==> config.mk <==
export PLATFORM = sky130hd
export DESIGN_NAME = mon_adc_seq
export DESIGN_NICKNAME = d
export VERILOG_FILES = /design/src/core/mon_adc_seq.v /design/src/core/mon_avg_acc.v /design/src/core/mon_conv_timer.v
export VERILOG_INCLUDE_DIRS = /design/src /design/src/pkg
export SDC_FILE = /design/constraint.sdc
export NUM_CORES = 1
export LEC_CHECK = 0
export BUFFER_PORTS_ARGS = -buffer_cell sky130_fd_sc_hd__buf_2
export CORE_MARGIN = 3
export CORE_UTILIZATION = 41
export DETAILED_ROUTE_END_ITERATION = 8
export PLACE_DENSITY = 0.59
export SLEW_MARGIN = 25
export SYNTH_ARGS = -nofsm -noshare
export SYNTH_HDL_FRONTEND = slang
export SYNTH_SLANG_ARGS = --single-unit
==> constraint.sdc <==
create_clock -name REF_CLK -period 5.9 [get_ports REF_CLK]
set_clock_uncertainty 0.1 [all_clocks]
set_input_delay 0.59 -clock REF_CLK [delete_from_list [all_inputs] [get_ports REF_CLK]]
set_output_delay 0.59 -clock REF_CLK [all_outputs]
set_load 0.005 [all_outputs]
==> src/pkg/mon_defines.vh <==
/*
 Shared constants of the monitor converter sequencer: register
 addresses, reset values, field positions, mode codes, conversion
 times and averaging shifts.
 Assumes it is included by bare name from each design file.
*/
`ifndef MON_DEFINES_VH
`define MON_DEFINES_VH

// ----------------------------------------------------------------
// Register map
// ----------------------------------------------------------------
`define MON_ADDR_SETUP   8'h01
`define MON_ADDR_SCALE   8'h02
`define MON_ADDR_SENSE   8'h04
`define MON_SETUP_RST    16'hFB68
`define MON_SCALE_RST    15'h1000
`define MON_RESULT_RST   16'h0000
`define MON_RD_UNMAPPED  16'h0000

// ----------------------------------------------------------------
// Field positions
// ----------------------------------------------------------------
`define MON_MODE_MSB     15
`define MON_MODE_LSB     12
`define MON_MODE_CONT    15
`define MON_MODE_EN_MSB  14
`define MON_BCT_MSB      11
`define MON_BCT_LSB      9
`define MON_SCT_MSB      8
`define MON_SCT_LSB      6
`define MON_TCT_MSB      5
`define MON_TCT_LSB      3
`define MON_AVG_MSB      2
`define MON_AVG_LSB      0
`define MON_SCALE_MSB    14

// ----------------------------------------------------------------
// Modes and channels
// ----------------------------------------------------------------
`define MON_MODE_ALL_E   4'hE
`define MON_EN_NONE      3'h0
`define MON_EN_ALL       3'h7
`define MON_NUM_CH       3
`define MON_CH_BUS       2'h0
`define MON_CH_SENSE     2'h1
`define MON_CH_TEMP      2'h2

// ----------------------------------------------------------------
// Timing
// ----------------------------------------------------------------
`define MON_CLK_MHZ      250
`define MON_CT0_US       50
`define MON_CT1_US       84
`define MON_CT2_US       150
`define MON_CT3_US       280
`define MON_CT4_US       540
`define MON_CT5_US       1052
`define MON_CT6_US       2074
`define MON_CT7_US       4120

// ----------------------------------------------------------------
// Averaging: log2 of sample count per code
// ----------------------------------------------------------------
`define MON_AVG_SH0      4'h0
`define MON_AVG_SH1      4'h2
`define MON_AVG_SH2      4'h4
`define MON_AVG_SH3      4'h6
`define MON_AVG_SH4      4'h7
`define MON_AVG_SH5      4'h8
`define MON_AVG_SH6      4'h9
`define MON_AVG_SH7      4'hA

`endif
==> src/core/mon_adc_seq.v <==
/*
 Converter sequencer top: setup, scaling and sense result registers,
 mode decoding, per-channel conversion timing and averaging.
 Assumes the serial front end delivers one-cycle REG_WR and REG_RD
 strobes on REF_CLK, and that the converter front end holds
 ADC_SAMPLE valid in the cycle its conversion time ends.
*/
`timescale 1ns/1ns
`include "mon_defines.vh"

module mon_adc_seq #(
    parameter         CW    = 20,
    parameter integer CYC_0 = `MON_CT0_US * `MON_CLK_MHZ,
    parameter integer CYC_1 = `MON_CT1_US * `MON_CLK_MHZ,
    parameter integer CYC_2 = `MON_CT2_US * `MON_CLK_MHZ,
    parameter integer CYC_3 = `MON_CT3_US * `MON_CLK_MHZ,
    parameter integer CYC_4 = `MON_CT4_US * `MON_CLK_MHZ,
    parameter integer CYC_5 = `MON_CT5_US * `MON_CLK_MHZ,
    parameter integer CYC_6 = `MON_CT6_US * `MON_CLK_MHZ,
    parameter integer CYC_7 = `MON_CT7_US * `MON_CLK_MHZ,
    parameter         DW    = 16,
    parameter         AW    = 26
)(
    input  wire          REF_CLK,
    input  wire          RST_B,
    input  wire [7:0]    REG_ADDR,
    input  wire [15:0]   REG_WDATA,
    input  wire          REG_WR,
    input  wire          REG_RD,
    output wire [15:0]   REG_RDATA,
    input  wire          SENSE_RANGE_SELECT,
    input  wire [DW-1:0] ADC_SAMPLE,
    output wire          CONV_START,
    output wire [1:0]    CONV_CHAN,
    output wire          CONV_ACTIVE,
    output wire          CONV_READY,
    output wire          ADC_RANGE,
    output wire [14:0]   CURRENT_SCALE,
    output wire [DW-1:0] BUS_RESULT,
    output wire [DW-1:0] TEMP_RESULT
);

    // ------------------------------------------------------------
    // Declarations
    // ------------------------------------------------------------
    localparam ST_IDLE = 2'h0;
    localparam ST_CONV = 2'h1;
    localparam ST_POST = 2'h2;

    reg  [15:0]          setup_ff;
    reg  [14:0]          scale_ff;
    reg  [15:0]          rdata_ff;
    reg  [1:0]           state_ff;
    reg  [1:0]           ch_ff;
    reg  [9:0]           round_ff;
    reg                  go_ff;
    reg                  range_ff;
    reg                  conv_start_ff;
    reg  [1:0]           conv_chan_ff;
    reg                  conv_active_ff;
    reg                  conv_ready_ff;

    reg  [1:0]           nxt_state;
    reg  [1:0]           nxt_ch;
    reg  [9:0]           nxt_round;
    reg                  nxt_go;
    reg                  tmr_start;
    reg                  tmr_abort;
    reg  [2:0]           tmr_code;
    reg                  acc_clear;
    reg  [2:0]           acc_add;
    reg                  acc_load;
    reg                  set_start;
    reg  [3:0]           avg_shift;
    reg  [2:0]           en;
    reg  [1:0]           first_ch;
    reg  [1:0]           nxt_chan;
    reg                  has_nxt;
    reg  [15:0]          rd_mux;

    wire                 tmr_done;
    wire [3*DW-1:0]      ch_result;
    wire [3:0]           mode;
    wire                 continuous;
    wire                 shutdown;
    wire [10:0]          rounds;
    wire [10:0]          rounds_m1;
    wire                 round_last;
    wire                 setup_wr;
    wire                 scale_wr;

    // ------------------------------------------------------------
    // Mode decode
    // ------------------------------------------------------------
    assign mode       = setup_ff[`MON_MODE_MSB:`MON_MODE_LSB];
    assign continuous = setup_ff[`MON_MODE_CONT];

    always @*
    begin
        // Eh would read as temp+sense by bit pattern but means all three
        if (mode == `MON_MODE_ALL_E)
            en = `MON_EN_ALL;
        else
            en = setup_ff[`MON_MODE_EN_MSB:`MON_MODE_LSB];
    end

    // Codes 0h and 8h leave no channel enabled
    assign shutdown = (en == `MON_EN_NONE);

    // Fixed order within a round: bus, sense, temperature
    always @*
    begin
        if (en[`MON_CH_BUS])
            first_ch = `MON_CH_BUS;
        else if (en[`MON_CH_SENSE])
            first_ch = `MON_CH_SENSE;
        else
            first_ch = `MON_CH_TEMP;
    end

    always @*
    begin
        has_nxt  = 1'b0;
        nxt_chan = ch_ff;
        if (ch_ff < `MON_CH_SENSE && en[`MON_CH_SENSE])
        begin
            has_nxt  = 1'b1;
            nxt_chan = `MON_CH_SENSE;
        end
        else if (ch_ff < `MON_CH_TEMP && en[`MON_CH_TEMP])
        begin
            has_nxt  = 1'b1;
            nxt_chan = `MON_CH_TEMP;
        end
    end

    // ------------------------------------------------------------
    // Averaging count
    // ------------------------------------------------------------
    always @*
    begin
        case (setup_ff[`MON_AVG_MSB:`MON_AVG_LSB])
            3'h0:    avg_shift = `MON_AVG_SH0;
            3'h1:    avg_shift = `MON_AVG_SH1;
            3'h2:    avg_shift = `MON_AVG_SH2;
            3'h3:    avg_shift = `MON_AVG_SH3;
            3'h4:    avg_shift = `MON_AVG_SH4;
            3'h5:    avg_shift = `MON_AVG_SH5;
            3'h6:    avg_shift = `MON_AVG_SH6;
            default: avg_shift = `MON_AVG_SH7;
        endcase
    end

    assign rounds     = 11'h001 << avg_shift;
    assign rounds_m1  = rounds - 11'h001;
    assign round_last = (round_ff == rounds_m1[9:0]);

    // ------------------------------------------------------------
    // Conversion time of the channel about to start
    // ------------------------------------------------------------
    always @*
    begin
        case (nxt_ch)
            `MON_CH_BUS:
                tmr_code = setup_ff[`MON_BCT_MSB:`MON_BCT_LSB];
            `MON_CH_SENSE:
                tmr_code = setup_ff[`MON_SCT_MSB:`MON_SCT_LSB];
            default:
                tmr_code = setup_ff[`MON_TCT_MSB:`MON_TCT_LSB];
        endcase
    end

    // ------------------------------------------------------------
    // Sequencer
    // ------------------------------------------------------------
    assign setup_wr = REG_WR && (REG_ADDR == `MON_ADDR_SETUP);
    assign scale_wr = REG_WR && (REG_ADDR == `MON_ADDR_SCALE);

    always @*
    begin
        nxt_state = state_ff;
        nxt_ch    = ch_ff;
        nxt_round = round_ff;
        nxt_go    = go_ff;
        tmr_start = 1'b0;
        tmr_abort = 1'b0;
        acc_clear = 1'b0;
        acc_add   = 3'h0;
        acc_load  = 1'b0;
        set_start = 1'b0;
        if (setup_wr)
        begin
            // Any setup write drops a running set and rearms
            nxt_go    = 1'b1;
            tmr_abort = 1'b1;
            nxt_state = ST_IDLE;
        end
        else
        begin
            case (state_ff)
                ST_IDLE:
                begin
                    if (go_ff)
                    begin
                        nxt_go = 1'b0;
                        if (!shutdown)
                        begin
                            set_start = 1'b1;
                            acc_clear = 1'b1;
                            nxt_round = 10'h000;
                            nxt_ch    = first_ch;
                            tmr_start = 1'b1;
                            nxt_state = ST_CONV;
                        end
                    end
                end
                ST_CONV:
                begin
                    if (tmr_done)
                    begin
                        acc_add[ch_ff] = 1'b1;
                        if (has_nxt)
                        begin
                            nxt_ch    = nxt_chan;
                            tmr_start = 1'b1;
                        end
                        else if (!round_last)
                        begin
                            nxt_round = round_ff + 10'h001;
                            nxt_ch    = first_ch;
                            tmr_start = 1'b1;
                        end
                        else
                            nxt_state = ST_POST;
                    end
                end
                ST_POST:
                begin
                    acc_load  = 1'b1;
                    acc_clear = 1'b1;
                    if (continuous)
                    begin
                        set_start = 1'b1;
                        nxt_round = 10'h000;
                        nxt_ch    = first_ch;
                        tmr_start = 1'b1;
                        nxt_state = ST_CONV;
                    end
                    else
                        nxt_state = ST_IDLE;
                end
                default:
                    nxt_state = ST_IDLE;
            endcase
        end
    end

    always @(posedge REF_CLK)
    begin
        if (!RST_B)
        begin
            state_ff       <= ST_IDLE;
            ch_ff          <= `MON_CH_BUS;
            round_ff       <= 10'h000;
            go_ff          <= 1'b1;
            range_ff       <= 1'b0;
            conv_start_ff  <= 1'b0;
            conv_chan_ff   <= `MON_CH_BUS;
            conv_active_ff <= 1'b0;
            conv_ready_ff  <= 1'b0;
        end
        else
        begin
            state_ff       <= nxt_state;
            ch_ff          <= nxt_ch;
            round_ff       <= nxt_round;
            go_ff          <= nxt_go;
            conv_start_ff  <= tmr_start;
            conv_chan_ff   <= nxt_ch;
            conv_active_ff <= (nxt_state != ST_IDLE);
            conv_ready_ff  <= acc_load;
            // Range held for a whole set so averages never mix scales
            if (set_start)
                range_ff <= SENSE_RANGE_SELECT;
        end
    end

    mon_conv_timer #(
        .CW    (CW),
        .CYC_0 (CYC_0),
        .CYC_1 (CYC_1),
        .CYC_2 (CYC_2),
        .CYC_3 (CYC_3),
        .CYC_4 (CYC_4),
        .CYC_5 (CYC_5),
        .CYC_6 (CYC_6),
        .CYC_7 (CYC_7)
    ) u_timer (
        .clk     (REF_CLK),
        .rst_b   (RST_B),
        .start   (tmr_start),
        .abort   (tmr_abort),
        .code    (tmr_code),
        .done_ff (tmr_done)
    );

    // ------------------------------------------------------------
    // Per-channel averaging
    // ------------------------------------------------------------
    genvar gi;
    generate
        for (gi = 0; gi < `MON_NUM_CH; gi = gi + 1)
        begin : g_ch
            mon_avg_acc #(
                .DW (DW),
                .AW (AW)
            ) u_acc (
                .clk       (REF_CLK),
                .rst_b     (RST_B),
                .clear     (acc_clear),
                .add       (acc_add[gi]),
                .sample    (ADC_SAMPLE),
                .shift     (avg_shift),
                .load      (acc_load),
                .result_ff (ch_result[gi*DW +: DW])
            );
        end
    endgenerate

    // ------------------------------------------------------------
    // Register file
    // ------------------------------------------------------------
    always @*
    begin
        case (REG_ADDR)
            `MON_ADDR_SETUP:
                rd_mux = setup_ff;
            `MON_ADDR_SCALE:
                rd_mux = {1'b0, scale_ff};
            `MON_ADDR_SENSE:
                rd_mux = ch_result[DW +: DW];
            default:
                rd_mux = `MON_RD_UNMAPPED;
        endcase
    end

    always @(posedge REF_CLK)
    begin
        if (!RST_B)
        begin
            setup_ff <= `MON_SETUP_RST;
            scale_ff <= `MON_SCALE_RST;
            rdata_ff <= `MON_RD_UNMAPPED;
        end
        else
        begin
            if (setup_wr)
                setup_ff <= REG_WDATA;
            if (scale_wr)
                scale_ff <= REG_WDATA[`MON_SCALE_MSB:0];
            if (REG_RD)
                rdata_ff <= rd_mux;
        end
    end

    // ------------------------------------------------------------
    // Outputs
    // ------------------------------------------------------------
    assign REG_RDATA     = rdata_ff;
    assign CONV_START    = conv_start_ff;
    assign CONV_CHAN     = conv_chan_ff;
    assign CONV_ACTIVE   = conv_active_ff;
    assign CONV_READY    = conv_ready_ff;
    assign ADC_RANGE     = range_ff;
    // Current math downstream takes its LSB weight from this
    assign CURRENT_SCALE = scale_ff;
    assign BUS_RESULT    = ch_result[0 +: DW];
    assign TEMP_RESULT   = ch_result[2*DW +: DW];

endmodule // mon_adc_seq

==> src/core/mon_avg_acc.v <==
/*
 Per-channel averaging accumulator with its held result register.
 Assumes load is never given in the same cycle as add.
*/
`timescale 1ns/1ns
`include "mon_defines.vh"

module mon_avg_acc #(
    parameter DW = 16,
    parameter AW = 26
)(
    input  wire          clk,
    input  wire          rst_b,
    input  wire          clear,
    input  wire          add,
    input  wire [DW-1:0] sample,
    input  wire [3:0]    shift,
    input  wire          load,
    output reg  [DW-1:0] result_ff
);

    reg  signed [AW-1:0] acc_ff;
    wire signed [AW-1:0] smp_ext = {{(AW-DW){sample[DW-1]}}, sample};
    wire signed [AW-1:0] avg     = acc_ff >>> shift;

    always @(posedge clk)
    begin
        if (!rst_b)
        begin
            acc_ff    <= {AW{1'b0}};
            result_ff <= `MON_RESULT_RST;
        end
        else
        begin
            if (clear)
                acc_ff <= {AW{1'b0}};
            else if (add)
                acc_ff <= acc_ff + smp_ext;
            // Result only moves once the whole run is summed
            if (load)
                result_ff <= avg[DW-1:0];
        end
    end

endmodule // mon_avg_acc

==> src/core/mon_conv_timer.v <==
/*
 Conversion timer: counts one conversion time chosen by a 3-bit
 code and pulses done when it has elapsed.
 Assumes start and abort come from logic on the same clock.
*/
`timescale 1ns/1ns
`include "mon_defines.vh"

module mon_conv_timer #(
    parameter         CW    = 20,
    parameter integer CYC_0 = `MON_CT0_US * `MON_CLK_MHZ,
    parameter integer CYC_1 = `MON_CT1_US * `MON_CLK_MHZ,
    parameter integer CYC_2 = `MON_CT2_US * `MON_CLK_MHZ,
    parameter integer CYC_3 = `MON_CT3_US * `MON_CLK_MHZ,
    parameter integer CYC_4 = `MON_CT4_US * `MON_CLK_MHZ,
    parameter integer CYC_5 = `MON_CT5_US * `MON_CLK_MHZ,
    parameter integer CYC_6 = `MON_CT6_US * `MON_CLK_MHZ,
    parameter integer CYC_7 = `MON_CT7_US * `MON_CLK_MHZ
)(
    input  wire       clk,
    input  wire       rst_b,
    input  wire       start,
    input  wire       abort,
    input  wire [2:0] code,
    output reg        done_ff
);

    reg  [CW-1:0] cnt_ff;
    reg           run_ff;
    reg  [31:0]   load_32;
    wire [CW-1:0] load = load_32[CW-1:0];

    always @*
    begin
        case (code)
            3'h0:    load_32 = CYC_0;
            3'h1:    load_32 = CYC_1;
            3'h2:    load_32 = CYC_2;
            3'h3:    load_32 = CYC_3;
            3'h4:    load_32 = CYC_4;
            3'h5:    load_32 = CYC_5;
            3'h6:    load_32 = CYC_6;
            default: load_32 = CYC_7;
        endcase
    end

    // Done lands load plus one cycles after the cycle that start is given in
    always @(posedge clk)
    begin
        if (!rst_b)
        begin
            cnt_ff  <= {CW{1'b0}};
            run_ff  <= 1'b0;
            done_ff <= 1'b0;
        end
        else
        begin
            done_ff <= 1'b0;
            if (abort)
                run_ff <= 1'b0;
            else if (start)
            begin
                cnt_ff <= load - {{(CW-1){1'b0}}, 1'b1};
                run_ff <= 1'b1;
            end
            else if (run_ff)
            begin
                if (cnt_ff == {CW{1'b0}})
                begin
                    run_ff  <= 1'b0;
                    done_ff <= 1'b1;
                end
                else
                    cnt_ff <= cnt_ff - {{(CW-1){1'b0}}, 1'b1};
            end
        end
    end

endmodule // mon_conv_timer

# ---- Word level (Yosys, flattened, before mapping)
# Index checks and enable logic that the tools add are counted.
# W data, S select, Z words.
dict set report totals {
  mem_bits_ro 0
  memories 0
  in_bits 45
  ff_bits 214
  output_inout_bits 69
  latch_bits 0
  ram_bits 0
  elab_cells 147
}
dict set report classes {
  add_sub_neg 7
  n_bitwise 4
  n_mux 61
  multipliers 0
  reduce_logical 20
  order_cmp 4
  n_div 0
  eq_ne 27
  n_shift 4
}
# cell count
set op_table {}
lappend op_table {{$pmux W20 S7} 1}
lappend op_table {{$add A26 B16 Y26} 3}
lappend op_table {{$sshr A26 B4 Y16} 3}
lappend op_table {{$mux W10} 6}
lappend op_table {{$mux W20} 3}
lappend op_table {{$pmux W16 S3} 1}
lappend op_table {{$sub A20 B1 Y20 const B} 2}
lappend op_table {{$mux W2} 17}
lappend op_table {{$pmux W10 S3} 1}
lappend op_table {{$pmux W4 S7} 1}
lappend op_table {{$logic_not A20 Y1} 1}
lappend op_table {{$mux W1} 20}
lappend op_table {{$eq A3 B3 Y1 const B} 6}
lappend op_table {{$eq A3 B2 Y1 const B} 4}
lappend op_table {{$mux W3} 4}
lappend op_table {{$ne A2 B2 Y1 const B} 6}
lappend op_table {{$pmux W2 S3} 2}
lappend op_table {{$add A10 B1 Y10 const B} 1}
lappend op_table {{$eq A10 B10 Y1} 1}
lappend op_table {{$shl A1 B4 Y10 const A} 1}
lappend op_table {{$sub A10 B1 Y10 const B} 1}
lappend op_table {{$logic_not A3 Y1} 3}
lappend op_table {{$eq A8 B1 Y1 const B} 1}
lappend op_table {{$eq A8 B2 Y1 const B} 1}
lappend op_table {{23 further kinds} 37}

# ---- Longest topological paths before layout
dict set report depth {
  ltp_word 16
  ltp_mapped 28
  mapped_depth_nobuf 20
}

# ---- Modules after synthesis
# Synthesis repeated with hierarchy kept, for this count alone.
dict set report hier_totals {
  hier_cells 1972
  area_unflattened_um2 16694.8
}
# module cells_per_inst n_inst area_each_um2
set modules_own_cells {}
lappend modules_own_cells {{mon_avg_acc at g_ch[0].u_acc ...} 427 2 3792.4}
lappend modules_own_cells {{mon_avg_acc at g_ch[2].u_acc} 451 1 3882.5}
lappend modules_own_cells {mon_adc_seq 465 1 3623.5}
lappend modules_own_cells {mon_conv_timer 202 1 1604.0}

# ---- Worst setup path after synthesis
# No wires, ideal clock.
dict set report synth_timing {
  kind {reg-to-reg}
  start {reg setup_ff[2]}
  end {reg u_timer.cnt_ff[16]}
  stages_incl_launch_ff 29
  t_arrival_ns 5.390
  setup_slack_ns 0.278
  t_required_ns 5.668
  cell_sequence {dfxtp_1 -> buf_4 -> buf_4 -> clkbuf_1 -> clkbuf_1 -> clkbuf_1 -> clkbuf_1 -> or3_1 -> ha_1 -> buf_6 -> xnor2_1 -> mux2_2 -> nor4_1 -> and2_4 -> nor4_1 -> o22a_1 -> nand2b_1 -> clkbuf_1 -> nand2_1 -> ha_1 -> nand2_1 -> nor3_1 -> nand2_1 -> nor3_1 -> nand2b_1 -> o21ai_0 -> nand2_1 -> a21oi_1 -> a21oi_1}
}
dict set report synth_between {
  elab_chain_len 16
  word_cells_on_any_way 37
  cone_classes {add/sub: 2; eq/ne: 15; shift: 1; mux: 14; reduce/logical: 5}
}
# item line
set synth_rtl {}
lappend synth_rtl {{start, declared} mon_adc_seq.v:50} ;# reg [15:0] setup_ff;
lappend synth_rtl {{start signal, assigned} mon_adc_seq.v:351} ;# setup_ff <= `MON_SETUP_RST;
lappend synth_rtl {{$eq A3 B3 Y1, or another cell as far along} mon_adc_seq.v:142} ;# case (setup_ff[`MON_AVG_MSB:`MON_AVG_LSB])
lappend synth_rtl {{$pmux W4 S7 (*)} mon_adc_seq.v:142}
lappend synth_rtl {{$shl A1 B4 Y10 (*)} mon_adc_seq.v:154} ;# assign rounds = 11'h001 << avg_shift;
lappend synth_rtl {{$sub A10 B1 Y10 (*)} mon_adc_seq.v:155} ;# assign rounds_m1 = rounds - 11'h001;
lappend synth_rtl {{$eq A10 B10 Y1 (*)} mon_adc_seq.v:156} ;# assign round_last = (round_ff == rounds_m1[9:0]);
lappend synth_rtl {{$mux W2} mon_adc_seq.v:227} ;# else if (!round_last)
lappend synth_rtl {{$mux W2} mon_adc_seq.v:222} ;# if (has_nxt)
lappend synth_rtl {{$mux W2} mon_adc_seq.v:219} ;# if (tmr_done)
lappend synth_rtl {{$pmux W2 S3} mon_adc_seq.v:200} ;# case (state_ff)
lappend synth_rtl {{$mux W2} mon_adc_seq.v:191} ;# if (setup_wr)
lappend synth_rtl {{$eq A2 B1 Y1 or $logic_not A2 Y1 (tied branches)} mon_adc_seq.v:163} ;# case (nxt_ch)
lappend synth_rtl {{$pmux W3 S2} mon_adc_seq.v:163}
lappend synth_rtl {{$eq A3 B3 Y1, or another cell as far along} mon_conv_timer.v:35} ;# case (code)
lappend synth_rtl {{$pmux W20 S7} mon_conv_timer.v:35}
lappend synth_rtl {{$sub A20 B1 Y20} mon_conv_timer.v:63} ;# cnt_ff <= load - {{(CW-1){1'b0}}, 1'b1};
lappend synth_rtl {{$mux W20} mon_conv_timer.v:61} ;# else if (start)
lappend synth_rtl {{end signal, assigned} mon_conv_timer.v:52} ;# cnt_ff <= {CW{1'b0}};
lappend synth_rtl {{end signal, assigned} mon_conv_timer.v:63}
lappend synth_rtl {{end signal, assigned} mon_conv_timer.v:74} ;# cnt_ff <= cnt_ff - {{(CW-1){1'b0}}, 1'b1};
lappend synth_rtl {{end, declared} mon_conv_timer.v:28} ;# reg [CW-1:0] cnt_ff;
# Mark *: on every way between the ends. The rest lies on a longest branch, timed or not.
# A chain may end at the register's enable or synchronous reset.

# ---- Worst setup path after layout
dict set report layout_timing {
  start {reg setup_ff[0]}
  end {reg u_timer.cnt_ff[16]}
}
# The elaborated chain is that of the path after synthesis.

==> impl_metrics.py <==
metrics = {
    "run_status": {
        "run_status": "finished clean",
    },
    "critical_path": {
        "arrival_ns": 5.19,
        "cpPeakStageDelay_ns": 0.41,
        "critical_path_class": "register to register",
        "worst_ep_required_time_ns": 6.23,
        "cp-end-kind": "register",
        "cp_slowest_cell": "dfxtp_4",
        "ff2ff_setup_slack_ns": 1.04,
        "start_kind": "register",
        "cp_top_family": "simple AND/OR/NAND/NOR gates",
        "startpoint": "setup_ff[0]",
        "crit_top_cell": "nand2_1",
        "path_buf_inv": 0,
        "worst-path-max-fanout": 18,
        "path_cells": "or3_1, ha_1, xnor2_1, mux2_2, nor4_1, and2_4, nor4_1, o22a_1, nand2b_1, nand2_1, ha_1, nand2_1, nor3_1, nand2_1, nor3_1, nand2b_1, o21ai_0, nand2_1, a21oi_1, a21oi_1",
        "r2r_start": "setup_ff[0]",
    },
    "synthesis": {
        "synth.distinct_cells": 90,
        "yosys_warnings": 0,
        "synth_top_area_frac": 0.275,
        "synthTopCellsByCount": "nand2_1, a21oi_1, dfxtp_1, nor2_1, clkbuf_1",
        "postSynthCellCount": 2094,
        "synth_edf_count": 0,
        "syn_area_per_cell_um2": 7.43,
        "synth.most_common_cell": "nand2_1",
        "ys_seq_area_frac": 0.275,
        "synthArstFlopShare": 0,
        "netlist_area_um2": 15600,
        "synthFlopType": "dfxtp_1",
        "synth_nets": 2220,
        "synth.area.top_cells": "dfxtp_1, a21oi_1, nand2_1",
        "synth_top_area_cell": "dfxtp_1",
        "ys_ff_latch": 214,
    },
    "floorplan": {
        "num_rows": 70,
        "pin_count": 114,
        "dieArea_um2": 40300,
        "dieHeight_um": 201,
        "dieWidth_um": 201,
        "initial_utilization": 0.421,
        "coreArea_um2": 37000,
    },
    "power": {
        "leakage_nw": 6.92,
        "ir_drop_mv": 0.215,
        "power_density_nw_per_um2": 217,
    },
    "min_path": {
        "min-delay-start": "REG_RD",
        "min_path_type": "input port to register",
    },
    "sta": {
        "min_period_ns": 4.86,
        "max_slew_margin": 0.390,
        "clock.fmax_ghz": 0.206,
        "fin_tns_setup_ns": 0,
        "slew_viol_final": 0,
        "setup_violations": 0,
        "finalHoldViolCount": 0,
        "worstMarginPinSlew_ns": 0.915,
        "rsz0062_at_grt": "no",
        "min_period_over_period": 0.824,
    },
    "clock_tree": {
        "cts_resized": 0,
        "cts_made_buffers": 27,
        "clock_latency_ns": 0.57,
        "root_buffer": "clkbuf_16",
        "cts_tree": "done",
        "hold_buffers": 0,
        "clock-sinks": 214,
        "ctsHtreeMaxLevel": 1,
        "postCtsSetupRepairBufs": 0,
        "clockBufferDepth": 3,
        "clk_pin_slew_ns": 0.06,
    },
    "detailed_routing": {
        "drc": 0,
        "vias_per_cell": 5.88,
        "ant_nets": 0,
        "drtIter0Drc": 1497,
        "first_pass_iters": 8,
        "post_drt_wl_per_cell_um": 19.1,
        "vias": 15400,
        "wirelength_mm": 50.1,
    },
    "final_layout": {
        "area_growth_pct": 10.5,
        "n_antenna_cell": 0,
        "instances_no_fill": 2618,
        "drive_gt1_frac": 0.120,
        "fillers": 3806,
        "fin_nets": 2221,
    },
    "grt": {
        "grt_usage": 0.237,
        "grt_pass1_vias": 14100,
        "antenna_found_initial": 1,
        "grt_max_degree": 88,
        "grt-ovfl-total": 0,
        "grt_pass1_wl_mm": 78.7,
    },
    "placed_design": {
        "hpwlAfterDp_mm": 36.0,
        "dp.cells": 2570,
        "io_buffers": 113,
        "place.gp.congestion": 0.879,
    },
    "flow_run": {
        "maxCapViolations": 0,
    },
}
[flip-flops by register name, summed over array words and instances, names as in the netlist]
name,count
round_ff,10
CONV_ACTIVE,1
CONV_START,1
setup_ff,16
CONV_CHAN,2
u_timer.done_ff,1
REG_RDATA,16
CONV_READY,1
g_ch.u_acc.acc_ff,78
u_timer.run_ff,1
go_ff,1
g_ch.u_acc.result_ff,48
state_ff,2
CURRENT_SCALE,15
u_timer.cnt_ff,20
ADC_RANGE,1
[cells in the final DEF (no fill, tap or decap), types with 27 or more instances in the layout]
cell,count
nand2_1,311
a21oi_1,281
dfxtp_1,211
nor2_1,203
buf_2,113
o21ai_0,107
ha_1,78
nand3_1,55
mux2i_1,52
xnor2_1,47
inv_1,42
nor3_1,36
a211oi_1,35
o211ai_1,29
clkbuf_16,27
buf_4,27
[per-stage QoR]
stage	cell area, um2	setup WS (ns)	util	total power, mW	hold slack, ns
after global placement	16200	1.20	0.439	1.96	0.344
final	17200	1.04	0.465	3.73	0.148
after CTS	17200	1.08	0.465	3.77	0.130
after global routing	17200	0.590	0.465	3.89	0.146
after floorplan	15600	0.278	-	1.85	0.331
after detailed placement	16200	1.09	0.439	1.97	0.351
[per-layer routing]
layer	part of all wire	GRT usage	vias up	wire [um]
met5	0	0	-	0
met4	0.037	0.0856	0	1830
met3	0.057	0.0324	92	2840
met2	0.48	0.408	503	24100
met1	0.42	0.303	7228	21300
li1	-	-	7565	-
[final cells by class]
| class | instances | area [um2] | area share |
|---|---|---|---|
| Timing Repair Buffer | 141 | 788 | 0.0459 |
| Inverter | 45 | 169 | 0.00983 |
| Clock inverter | 12 | 209 | 0.0122 |
| Clock buffer | 36 | 749 | 0.0436 |
| Sequential cell | 214 | 4300 | 0.250 |
| Tap cell | 504 | 631 | 0.0367 |
| Multi-Input combinational cell | 1666 | 10300 | 0.602 |
[report_power, final]
group | switching, mW | internal (mW)
combinational | 0.273 | 0.157
sequential | 0.0389 | 1.48
clock | 0.672 | 1.11
[logic make-up (layout without fill, tap and decap cells)]
kind of cell    count (synthesis)  in the layout  share of synthesized area
simple gates                  774            774                      0.227
fa+ha+maj                      81             81                     0.0666
other cells                     1              1                   0.000241
buf+inv                       214            234                     0.0616
xor+xnor                       65             65                     0.0366
compound gates                664            664                      0.270
mux                            81             81                     0.0631
flops                         214            214                      0.275
[worst paths after layout]
kind / endpoint / depth (start not counted)
max: u_timer.cnt_ff[16] / 20
min: REG_RDATA[15] / 2
max reg2reg: u_timer.cnt_ff[16] / 20
min reg2reg: g_ch[1].u_acc.result_ff[2] / 2
Power figures use the tool's default switching activity.
